==> config.mk <==
export PLATFORM = sky130hd
export DESIGN_NAME = cpu_interrupt_response_unit
export DESIGN_NICKNAME = d
export VERILOG_FILES = /design/src/hdl/irq_resp_pkg.sv /design/src/hdl/cpu_interrupt_response_unit.sv
export SDC_FILE = /design/constraint.sdc
export NUM_CORES = 1
export LEC_CHECK = 0
export BUFFER_PORTS_ARGS = -buffer_cell sky130_fd_sc_hd__buf_2
export CAP_MARGIN = 20
export CORE_AREA = 2 2 79 138
export CTS_BUF_LIST = sky130_fd_sc_hd__clkbuf_4 sky130_fd_sc_hd__clkbuf_8
export DETAILED_ROUTE_END_ITERATION = 10
export DIE_AREA = 0 0 81 140
export PLACE_DENSITY = 0.8
export SYNTH_ARGS = -nofsm -noshare
export SYNTH_HDL_FRONTEND = slang
export SYNTH_SLANG_ARGS = --single-unit
==> constraint.sdc <==
create_clock -name pclk -period 2.1 [get_ports pclk]
set_input_delay 0.525 -clock pclk [delete_from_list [all_inputs] [get_ports pclk]]
set_output_delay 0.525 -clock pclk [all_outputs]
set_load 0.03 [all_outputs]
==> src/hdl/irq_resp_pkg.sv <==
// package for the interrupt response unit: register map, reset values,
// fixed vector codes, response kinds and the carrier structs.
// assumes a 32-bit apb register bus and a processor core around it.
package irq_resp_pkg;

  // ----------------------------------------------------------------
  // register map
  // ----------------------------------------------------------------
  localparam logic [7:0] VLOW_INDEX = 8'h33;  // vector_low_reg index
  localparam logic [7:0] TRAP_CTRL_INDEX = 8'h34;  // trap_control_reg index
  localparam logic [11:0] VLOW_ADDR = {2'h0, VLOW_INDEX, 2'h0};
  localparam logic [11:0] TRAP_CTRL_ADDR = {2'h0, TRAP_CTRL_INDEX, 2'h0};
  localparam logic [11:0] VBASE_ADDR = 12'h0d4;
  localparam logic [11:0] STATE_ADDR = 12'h0d8;

  // ----------------------------------------------------------------
  // field positions and reset values
  // ----------------------------------------------------------------
  localparam int TRAP_BIT = 7;
  localparam int UFO_BIT = 6;
  localparam int VLOW_LSB = 5;
  localparam logic [2:0] REQ_EN_RESET = 3'h1;  // req0 on, req1/req2 off
  localparam logic [2:0] VLOW_RESET = 3'h0;
  localparam logic [7:0] VBASE_RESET = 8'h00;

  // ----------------------------------------------------------------
  // restart addresses, vector codes, timing
  // ----------------------------------------------------------------
  localparam logic [15:0] NMI_RESTART = 16'h0066;
  localparam logic [15:0] MODE1_RESTART = 16'h0038;
  localparam int NUM_SOURCES = 9;  // req1, req2, seven on-chip sources
  localparam logic [4:0] FIXED_CODE [NUM_SOURCES] = '{
    5'h00, 5'h02, 5'h04, 5'h06, 5'h08, 5'h0a, 5'h0c, 5'h0e, 5'h10};
  localparam logic [1:0] EXT_WAIT_STATES = 2'h2;

  // ----------------------------------------------------------------
  // types
  // ----------------------------------------------------------------
  typedef enum logic [1:0] {
    KIND_NMI = 2'h0,
    KIND_MODE0 = 2'h1,
    KIND_MODE1 = 2'h2,
    KIND_VECTOR = 2'h3
  } resp_kind_t;

  typedef enum logic [2:0] {
    ACK_IDLE = 3'b000,
    ACK_T1 = 3'b001,
    ACK_T2 = 3'b011,
    ACK_WAIT = 3'b010,
    ACK_T3 = 3'b110,
    ACK_DONE = 3'b111
  } ack_state_t;

  // response handed to the core at the end of an acknowledge
  typedef struct packed {
    logic valid;
    resp_kind_t kind;
    logic push_pc;
    logic use_table;
    logic [7:0] instr;
    logic [15:0] target;
  } irq_resp_t;

  // acknowledge bus strobes
  typedef struct packed {
    logic fetch_strobe_n;
    logic io_enable_n;
    logic status_out;
    logic in_wait_state;
  } ack_bus_t;

endpackage

==> src/hdl/cpu_interrupt_response_unit.sv <==
// interrupt acceptance and response logic of an 8-bit processor.
// assumes the core gives one-cycle pulses for the sampling point and the
// end of the last machine cycle, and for the interrupt-related opcodes.
//
// The placing of the registers and the APB slave port were left to the implementer.
module cpu_interrupt_response_unit #(
  parameter int NUM_PERIPH = 7
) (
  input wire logic pclk,
  input wire logic presetn,
  // apb slave
  input wire logic psel,
  input wire logic penable,
  input wire logic pwrite,
  input wire logic [11:0] paddr,
  input wire logic [31:0] pwdata,
  output logic [31:0] prdata,
  output logic pready,
  output logic pslverr,
  // request inputs
  input wire logic nmi_n,
  input wire logic maskable_request0_n,
  input wire logic maskable_request1_n,
  input wire logic maskable_request2_n,
  input wire logic [NUM_PERIPH-1:0] periph_request,
  // core timing and instruction pulses
  input wire logic sample_point,
  input wire logic cycle_end,
  input wire logic enable_irq_instr,
  input wire logic disable_irq_instr,
  input wire logic set_irq_mode_instr,
  input wire logic [1:0] set_irq_mode_value,
  input wire logic nonmaskable_return_instr,
  input wire logic maskable_return_instr,
  input wire logic opcode_undefined,
  // acknowledge bus
  input wire logic [7:0] data_bus_in,
  output irq_resp_pkg::ack_bus_t ack_bus,
  output logic ack_busy,
  // results
  output irq_resp_pkg::irq_resp_t resp,
  output logic trap_request,
  output logic dma_enable_clear,
  output logic global_irq_enable,
  output logic saved_irq_enable
);
  import irq_resp_pkg::*;

  // ----------------------------------------------------------------
  // state
  // ----------------------------------------------------------------
  logic nmi_n_prev_r;
  logic nmi_latched_r;
  logic global_irq_enable_r;
  logic saved_irq_enable_r;
  logic [1:0] irq_mode_r;
  logic [2:0] req_enable_r;
  logic [2:0] vlow_r;
  logic [7:0] vbase_r;
  logic trap_flag_r;
  ack_state_t ack_state_r;
  ack_state_t ack_state_nxt;
  logic [1:0] wait_cnt_r;
  logic accepted_r;
  resp_kind_t sel_kind_r;
  logic [4:0] sel_code_r;
  logic sel_external_r;
  logic sel_req0_r;
  logic [7:0] captured_r;
  irq_resp_t resp_r;

  logic nmi_edge;
  logic req0_live;
  logic [NUM_SOURCES-1:0] vec_req;
  logic any_vec;
  logic [4:0] vec_code;
  logic take_nmi;
  logic take_any;
  logic resp_maskable;
  logic apb_write;
  logic apb_read;
  logic addr_hit;

  // ----------------------------------------------------------------
  // request detection and priority
  // ----------------------------------------------------------------

  // falling edge of the nmi pin
  assign nmi_edge = nmi_n_prev_r & ~nmi_n;
  assign req0_live = ~maskable_request0_n & global_irq_enable_r & req_enable_r[0];
  // vectored sources in priority order, request1 first
  assign vec_req[0] = ~maskable_request1_n & req_enable_r[1] & global_irq_enable_r;
  assign vec_req[1] = ~maskable_request2_n & req_enable_r[2] & global_irq_enable_r;
  assign vec_req[NUM_SOURCES-1:2] = periph_request & {NUM_PERIPH{global_irq_enable_r}};
  assign any_vec = |vec_req;
  assign take_nmi = sample_point & ~ack_busy & nmi_latched_r;
  assign take_any = sample_point & ~ack_busy & (nmi_latched_r | req0_live | any_vec);

  // lowest index wins, so only the top request is chosen
  always_comb begin
    vec_code = FIXED_CODE[0];
    for (int i = NUM_SOURCES - 1; i >= 0; i--) begin
      if (vec_req[i]) begin
        vec_code = FIXED_CODE[i];
      end
    end
  end

  // previous nmi level for the edge detector
  always_ff @(posedge pclk or negedge presetn) begin
    if (!presetn) begin
      nmi_n_prev_r <= 1'b1;
    end else begin
      nmi_n_prev_r <= nmi_n;
    end
  end

  // nmi latch: a new edge wins over the clear from sampling
  always_ff @(posedge pclk or negedge presetn) begin
    if (!presetn) begin
      nmi_latched_r <= 1'b0;
    end else if (nmi_edge) begin
      nmi_latched_r <= 1'b1;
    end else if (take_nmi) begin
      nmi_latched_r <= 1'b0;
    end
  end

  // selection captured at the sampling point
  always_ff @(posedge pclk or negedge presetn) begin
    if (!presetn) begin
      accepted_r <= 1'b0;
      sel_kind_r <= KIND_NMI;
      sel_code_r <= 5'h00;
      sel_external_r <= 1'b0;
      sel_req0_r <= 1'b0;
    end else if (take_any) begin
      accepted_r <= 1'b1;
      sel_code_r <= vec_code;
      sel_external_r <= 1'b0;
      sel_req0_r <= req0_live & ~nmi_latched_r;
      if (nmi_latched_r) begin
        sel_kind_r <= KIND_NMI;
      end else if (req0_live) begin
        sel_external_r <= (irq_mode_r != 2'h1);
        unique case (irq_mode_r)
          2'h0: sel_kind_r <= KIND_MODE0;
          2'h1: sel_kind_r <= KIND_MODE1;
          default: sel_kind_r <= KIND_VECTOR;
        endcase
      end else begin
        sel_kind_r <= KIND_VECTOR;
      end
    end else if (ack_state_r == ACK_T1) begin
      accepted_r <= 1'b0;
    end
  end

  // ----------------------------------------------------------------
  // acknowledge cycle sequencer
  // ----------------------------------------------------------------

  // next state: starts at the end of the sampled machine cycle
  always_comb begin
    ack_state_nxt = ack_state_r;
    unique case (ack_state_r)
      ACK_IDLE: begin
        if (accepted_r && cycle_end) begin
          ack_state_nxt = ACK_T1;
        end
      end
      ACK_T1: ack_state_nxt = ACK_T2;
      ACK_T2: ack_state_nxt = sel_external_r ? ACK_WAIT : ACK_T3;
      ACK_WAIT: begin
        if (wait_cnt_r == EXT_WAIT_STATES - 2'h1) begin
          ack_state_nxt = ACK_T3;
        end
      end
      ACK_T3: ack_state_nxt = ACK_DONE;
      ACK_DONE: ack_state_nxt = ACK_IDLE;
      default: ack_state_nxt = ACK_IDLE;
    endcase
  end

  // state register
  always_ff @(posedge pclk or negedge presetn) begin
    if (!presetn) begin
      ack_state_r <= ACK_IDLE;
    end else begin
      ack_state_r <= ack_state_nxt;
    end
  end

  // wait state counter for external fetches of request0 in modes 0 and 2
  always_ff @(posedge pclk or negedge presetn) begin
    if (!presetn) begin
      wait_cnt_r <= 2'h0;
    end else if (ack_state_r == ACK_WAIT) begin
      wait_cnt_r <= wait_cnt_r + 2'h1;
    end else begin
      wait_cnt_r <= 2'h0;
    end
  end

  // data bus captured as the third state ends
  always_ff @(posedge pclk or negedge presetn) begin
    if (!presetn) begin
      captured_r <= 8'h00;
    end else if (ack_state_r == ACK_T3 && sel_external_r) begin
      captured_r <= data_bus_in;
    end
  end

  assign ack_busy = accepted_r | (ack_state_r != ACK_IDLE);

  // strobes: low for every request0 acknowledge, any mode
  always_comb begin
    ack_bus.fetch_strobe_n = 1'b1;
    ack_bus.io_enable_n = 1'b1;
    ack_bus.status_out = 1'b1;
    ack_bus.in_wait_state = (ack_state_r == ACK_WAIT);
    if (ack_state_r != ACK_IDLE && ack_state_r != ACK_DONE) begin
      ack_bus.status_out = 1'b0;
      ack_bus.fetch_strobe_n = ~sel_req0_r;
      ack_bus.io_enable_n = ~sel_req0_r;
    end
  end

  // ----------------------------------------------------------------
  // response to the core
  // ----------------------------------------------------------------
  always_ff @(posedge pclk or negedge presetn) begin
    if (!presetn) begin
      resp_r <= '0;
    end else if (ack_state_r == ACK_DONE) begin
      resp_r.valid <= 1'b1;
      resp_r.kind <= sel_kind_r;
      resp_r.instr <= captured_r;
      unique case (sel_kind_r)
        KIND_NMI: begin
          resp_r.push_pc <= 1'b1;
          resp_r.use_table <= 1'b0;
          resp_r.target <= NMI_RESTART;
        end
        KIND_MODE0: begin
          resp_r.push_pc <= 1'b0;
          resp_r.use_table <= 1'b0;
          resp_r.target <= 16'h0000;
        end
        KIND_MODE1: begin
          resp_r.push_pc <= 1'b1;
          resp_r.use_table <= 1'b0;
          resp_r.target <= MODE1_RESTART;
        end
        KIND_VECTOR: begin
          resp_r.push_pc <= 1'b1;
          resp_r.use_table <= 1'b1;
          if (sel_external_r) begin
            resp_r.target <= {vbase_r, captured_r};
          end else begin
            resp_r.target <= {vbase_r, vlow_r, sel_code_r};
          end
        end
      endcase
    end else begin
      resp_r.valid <= 1'b0;
    end
  end

  assign resp = resp_r;
  assign resp_maskable = resp_r.valid & (resp_r.kind != KIND_NMI);
  // the core's decoder judges the captured mode 0 opcode
  assign trap_request = resp_r.valid & (resp_r.kind == KIND_MODE0) & opcode_undefined;
  assign dma_enable_clear = resp_r.valid & (resp_r.kind == KIND_NMI);

  // ----------------------------------------------------------------
  // enable flags and mode
  // ----------------------------------------------------------------

  // acknowledge effects take precedence over opcodes in the same cycle
  always_ff @(posedge pclk or negedge presetn) begin
    if (!presetn) begin
      global_irq_enable_r <= 1'b0;
      saved_irq_enable_r <= 1'b0;
    end else if (dma_enable_clear) begin
      saved_irq_enable_r <= global_irq_enable_r;
      global_irq_enable_r <= 1'b0;
    end else if (resp_maskable) begin
      global_irq_enable_r <= 1'b0;
      saved_irq_enable_r <= 1'b0;
    end else if (nonmaskable_return_instr) begin
      global_irq_enable_r <= saved_irq_enable_r;
    end else if (enable_irq_instr) begin
      global_irq_enable_r <= 1'b1;
      saved_irq_enable_r <= 1'b1;
    end else if (disable_irq_instr) begin
      global_irq_enable_r <= 1'b0;
      saved_irq_enable_r <= 1'b0;
    end
  end

  // response mode of request0; value 3 is not a mode and is ignored
  always_ff @(posedge pclk or negedge presetn) begin
    if (!presetn) begin
      irq_mode_r <= 2'h0;
    end else if (set_irq_mode_instr && set_irq_mode_value != 2'h3) begin
      irq_mode_r <= set_irq_mode_value;
    end
  end

  assign global_irq_enable = global_irq_enable_r;
  assign saved_irq_enable = saved_irq_enable_r;

  // ----------------------------------------------------------------
  // apb register file
  // ----------------------------------------------------------------
  assign apb_write = psel & penable & pwrite;
  assign apb_read = psel & ~pwrite;
  assign addr_hit = (paddr == VLOW_ADDR) | (paddr == TRAP_CTRL_ADDR) |
                    (paddr == VBASE_ADDR) | (paddr == STATE_ADDR);
  assign pready = 1'b1;
  assign pslverr = psel & penable & ~addr_hit;

  // vector low bits, vector base and individual enables
  always_ff @(posedge pclk or negedge presetn) begin
    if (!presetn) begin
      vlow_r <= VLOW_RESET;
      vbase_r <= VBASE_RESET;
      req_enable_r <= REQ_EN_RESET;
    end else if (apb_write) begin
      if (paddr == VLOW_ADDR) begin
        vlow_r <= pwdata[7:VLOW_LSB];
      end
      if (paddr == VBASE_ADDR) begin
        vbase_r <= pwdata[7:0];
      end
      if (paddr == TRAP_CTRL_ADDR) begin
        req_enable_r <= pwdata[2:0];
      end
    end
  end

  // trap flag: set by hardware, software may only clear it
  always_ff @(posedge pclk or negedge presetn) begin
    if (!presetn) begin
      trap_flag_r <= 1'b0;
    end else if (trap_request) begin
      trap_flag_r <= 1'b1;
    end else if (apb_write && paddr == TRAP_CTRL_ADDR && !pwdata[TRAP_BIT]) begin
      trap_flag_r <= 1'b0;
    end
  end

  // read data, registered during the setup cycle
  always_ff @(posedge pclk or negedge presetn) begin
    if (!presetn) begin
      prdata <= 32'h0000_0000;
    end else if (apb_read && !penable) begin
      unique case (paddr)
        VLOW_ADDR: prdata <= {24'h000000, vlow_r, 5'h00};
        TRAP_CTRL_ADDR: prdata <= {24'h000000, trap_flag_r, 1'b0, 3'h0, req_enable_r};
        VBASE_ADDR: prdata <= {24'h000000, vbase_r};
        STATE_ADDR: prdata <= {24'h000000, 1'b0, ack_busy, nmi_latched_r,
                               saved_irq_enable_r, global_irq_enable_r, 1'b0, irq_mode_r};
        default: prdata <= 32'h0000_0000;
      endcase
    end
  end

endmodule

Word level (Yosys, flattened, before mapping). Index checks and enable logic that the tools add are counted.

Word-level logic and storage cells: 147. Bits of input ports: 78. Flip-flop bits (word level): 105.

Add/subtract/negate cells: 1. Bitwise operators: 35. Equality and inequality tests: 21. Mux-type cells: 39. Reduce and logical (&&, ||, !) cells: 27.

Operators with widths (number): $pmux 16 s4 (1); $eq 12x8->1 const B (4); $mux 5 (9); $pmux 8 s4 (1); $and 1x1->1 (19); $mux 1 (17); $pmux 3 s5 (1); $mux 3 (4); $reduce_and 2->1 (5); $not 1->1 (9); $reduce_or 9->1 (1); $eq 2x1->1 const B (4); $mux 8 (1); $reduce_bool 2->1 (4); $and 7x7->7 (1); $logic_and 1x1->1 (7); $eq 3x2->1 const B (2); $eq 3x3->1 const B (2); $logic_not 2->1 (3); $mux 2 (3); $or 1x1->1 (6); $pmux 2 s3 (1); $reduce_bool 5->1 (1); $eq 2x2->1 const B (2); 12 further kinds (15).

Logic depth before layout (Yosys ltp).
Depth after elaboration: 10. Mapped depth: 7.

Worst setup path before layout. Ideal clock, no wire load.

Kind: register to output. Start point: reg ack_state_r[2]. End point: out ack_bus[3] (netlist bit). Stages on the path, launching flop included: 7. Slack: -0.279 ns. Data arrival time: 1.854 ns. Path through: dfrtp_1 > clkbuf_1 > nand3_1 > clkbuf_1 > clkbuf_1 > nand3_1 > buf_4.

RTL lines: start, declared (RTL line cpu_interrupt_response_unit.sv:61) `ack_state_t ack_state_r;`; start signal, assigned (RTL line cpu_interrupt_response_unit.sv:190) `ack_state_r <= ack_state_nxt;`; end, declared (RTL line cpu_interrupt_response_unit.sv:38) `output irq_resp_pkg::ack_bus_t ack_bus,`.

Worst setup path in the final report.
Start point: in paddr[10]. End point: out pslverr.

Longest elaborated chain between the ends: 6. Elaborated cells between the ends (all ways): 9. Those cells by class: 4 x eq/ne; 5 x bitwise.

RTL lines: start, declared (RTL line cpu_interrupt_response_unit.sv:15) `input wire logic [11:0] paddr,`; $eq 12x8->1 (RTL line cpu_interrupt_response_unit.sv:319) `assign addr_hit = (paddr == VLOW_ADDR) | (paddr == TRAP_CTRL_ADDR) |`; $or 1x1->1 (2 in a row) (RTL line cpu_interrupt_response_unit.sv:319); $or 1x1->1 * (RTL line cpu_interrupt_response_unit.sv:320) `(paddr == VBASE_ADDR) | (paddr == STATE_ADDR);`; $not 1->1 * (RTL line cpu_interrupt_response_unit.sv:322) `assign pslverr = psel & penable & ~addr_hit;`; $and 1x1->1 * (RTL line cpu_interrupt_response_unit.sv:322); end, declared (RTL line cpu_interrupt_response_unit.sv:19) `output logic pslverr,`.

Mark *: on every way between the ends. The rest lies on a longest branch, timed or not.

==> impl_metrics.py <==
metrics = {
    "sta": {
        "rsz0062_at_grt": "yes",
        "fin_crit_sh": 1.018,
        "fin_crit_ns": 2.139,
        "max_freq_mhz": 467.6,
        "whs_ns": 0.1714,
        "timing.final.ws_setup_ns": -0.03858,
        "drv_slew": 0,
        "hold_violations": 0,
        "final.setup_skew_ns": 0.006316,
        "setup-violations-final": 1,
    },
    "die": {
        "start_util": 0.3935,
        "core-area_mm2": 0.01018,
        "die_h_um": 140,
        "die_area_mm2": 0.01134,
        "fp.dieW_um": 81,
        "ios": 150,
        "fp-row-count": 49,
    },
    "power": {
        "power_mw": 5.759,
        "pwr_density_cell_mw_per_mm2": 1128,
        "leakagePower_nw": 2.512,
        "ir_drop_uv": 642.3,
    },
    "placement": {
        "dpl_cell_area_mm2": 0.004687,
        "port_buffers": 99,
        "place_ws_ns": -0.2667,
        "dpl.hpwl_um": 7583,
        "gp_congestion": 0.9025,
    },
    "routing": {
        "drcViolationCount": 0,
        "post_drt_wl_per_cell_um": 15.73,
        "vias_per_cell": 5.125,
        "finalWirelength_um": 10080,
        "firstDrtPassIters": 4,
        "final_antenna_net_count": 0,
        "drt_iter0_markers": 123,
        "vias": 3285,
    },
    "yosys": {
        "synthMuxAreaShare": 0.1200,
        "yosysUniqueCellTypes": 52,
        "yosys.area.top_type_share": 0.4873,
        "yosys.area_share.adder": 0.003124,
        "synth-simple-area-share": 0.1743,
        "synth_area_per_cell_um2": 10.30,
        "synth_common_cells": "dfrtp_1 (78), nand2_1 (48), mux2_2 (40)",
        "synth_async_sr_flop_share": 1.000,
        "seq_area_frac_synth": 0.5005,
        "synthXorXnorAreaFrac": 0,
        "synth_compound_area_frac": 0.1137,
        "synth_warnings": 0,
        "synth_top_area_cell": "dfrtp_1",
        "synthTopCellsByArea": "dfrtp_1 (49%), mux2_2 (11%), buf_4 (4.9%), nand2_1 (4.5%), o21ai_0 (3.4%)",
        "synth_top_family_by_area": "simple AND/OR/NAND/NOR gates",
        "ys_seq_elements": 80,
        "synth_enable_flop_cells": 0,
        "synthMostInstantiatedCell": "dfrtp_1",
        "synth_area_mm2": 0.004005,
        "yosys_most_used_dff": "dfrtp_1",
        "syn_inst": 389,
    },
    "clocking": {
        "clk_path_buf_depth": 2,
        "numCtsBuffers": 9,
        "clk_pin_slew_ns": 0.08,
        "root_buffer": "clkbuf_8",
        "clock-sinks": 80,
        "insertion_delay_ns": 0.36,
        "hold_buffers": 0,
        "ctsHtreeMaxLevel": 3,
        "cts_tree": "built",
    },
    "setup_path": {
        "cp.arrival_ns": 1.61,
        "cp-end-kind": "output pin",
        "cp_max_fo": 2,
        "crit_type": "primary input to output pin",
        "critPathRequiredTime_ns": 1.57,
        "start_kind": "primary input",
    },
    "worst_hold_path": {
        "hold_path_class": "primary input to asynchronous set/reset pin",
    },
    "finish": {
        "n_antenna_cell": 0,
        "area_growth_pct": 27.49,
        "layout.nets": 589,
        "design_area_mm2": 0.005106,
        "drive_gt1_frac": 0.4086,
    },
    "run": {
        "drv_cap": 0,
    },
    "global_routing": {
        "first_global_vias": 3249,
        "grt_overflow": 0,
        "antenna_found_initial": 0,
        "grt_max_degree": 81,
        "track_usage": 0.1845,
        "grt_pass1_wl_um": 15790,
    },
    "outcome": {
        "violations": "negative setup slack",
        "status": "finished with violations",
    },
}
-- worst max-delay path, stage by stage --
cell and delay, ns:
buf_6 0.09, or4_4 0.54, a211oi_4 0.23, a21oi_4 0.08
buf_6 0.14
-- power by group --
part           switching, mW  internal, mW  leakage (nW)
combinational           1.24         0.846          1.37
sequential             0.358          1.94          1.02
clock                  0.560         0.815         0.115
-- cells in the final DEF, fill, tap and decap left out, drive strengths merged, types with 3 or more instances in the layout --
cell / count
a211oi: 3
nor4: 8
nor2: 23
mux2i: 3
bufinv: 3
nor3: 3
buf: 131
nand2: 49
and4b: 3
clkbuf: 11
nor4b: 3
nor2b: 8
mux2: 40
o21ai: 27
dfrtp: 78
inv: 18
a31oi: 6
a21oi: 14
nand2b: 3
o2bb2ai: 3
conb: 25
nand3: 8
-- state kept, by name, summed over array words and instances (netlist names), 2 cells and up --
signal / count
vbase_r: 8
resp: 29
vlow_r: 3
captured_r: 8
sel_code_r: 4
ack_state_r: 3
req_enable_r: 3
prdata: 8
irq_mode_r: 2
wait_cnt_r: 2
sel_kind_r: 2
-- layer usage --
metal	share of wire	track usage	up-vias
li1	-	-	1560
met1	0.37	0.2055	1584
met2	0.55	0.3323	127
met3	0.056	0.03028	14
met4	0.025	0.08475	0
met5	0	0	-
-- layout make-up --
type | instances | area, um2
Fill cell | 933 | 5071
Clock buffer | 10 | 137.6
Clock inverter | 5 | 105.1
Multi-Input combinational cell | 269 | 1823
Inverter | 18 | 67.56
Sequential cell | 80 | 2008
Timing Repair Buffer | 132 | 805.8
Tap cell | 127 | 158.9
-- cells by family (layout without fill, tap and decap cells) --
family,count (synthesis),in the layout
AOI/OAI and AO/OA,73,73
adders and majority gates,1,1
buffers and inverters,63,165
DFF,80,80
muxes,43,43
other,2,25
and+or+nand+nor,127,127
-- final timing paths --
path / to / startpoint / depth (start not counted) / slack [ns]
max: pslverr / paddr[10] / 5 / -0.04
min: nmi_latched_r / presetn / 2 / 0.17
max reg2reg: sel_kind_r[0] / ack_state_r[1] / 5 / 0.15
min reg2reg: wait_cnt_r[0] / wait_cnt_r[0] / 1 / 0.47
max in group asynchronous: req_enable_r[0] / presetn / 2 / 1.58
min in group pclk: nmi_n_prev_r / nmi_n / 1 / 0.26
-- through the flow --
step                instances   TNS, ns    util
finish                    641  -0.03858  0.5017
global route              641   -0.1416  0.5017
CTS                       634   -0.1105  0.4925
detailed placement        616    -3.528  0.4605
global placement          616    -3.274  0.4605
floorplan                 412    -1.346       -
-- repair_timing --
action,in CTS,in global routing
endpoints found under the setup margin,12,8
pin swaps,4,3
gates resized for setup,17,11
setup buffers,3,7
No activity file was read; power rests on OpenSTA's default activity.
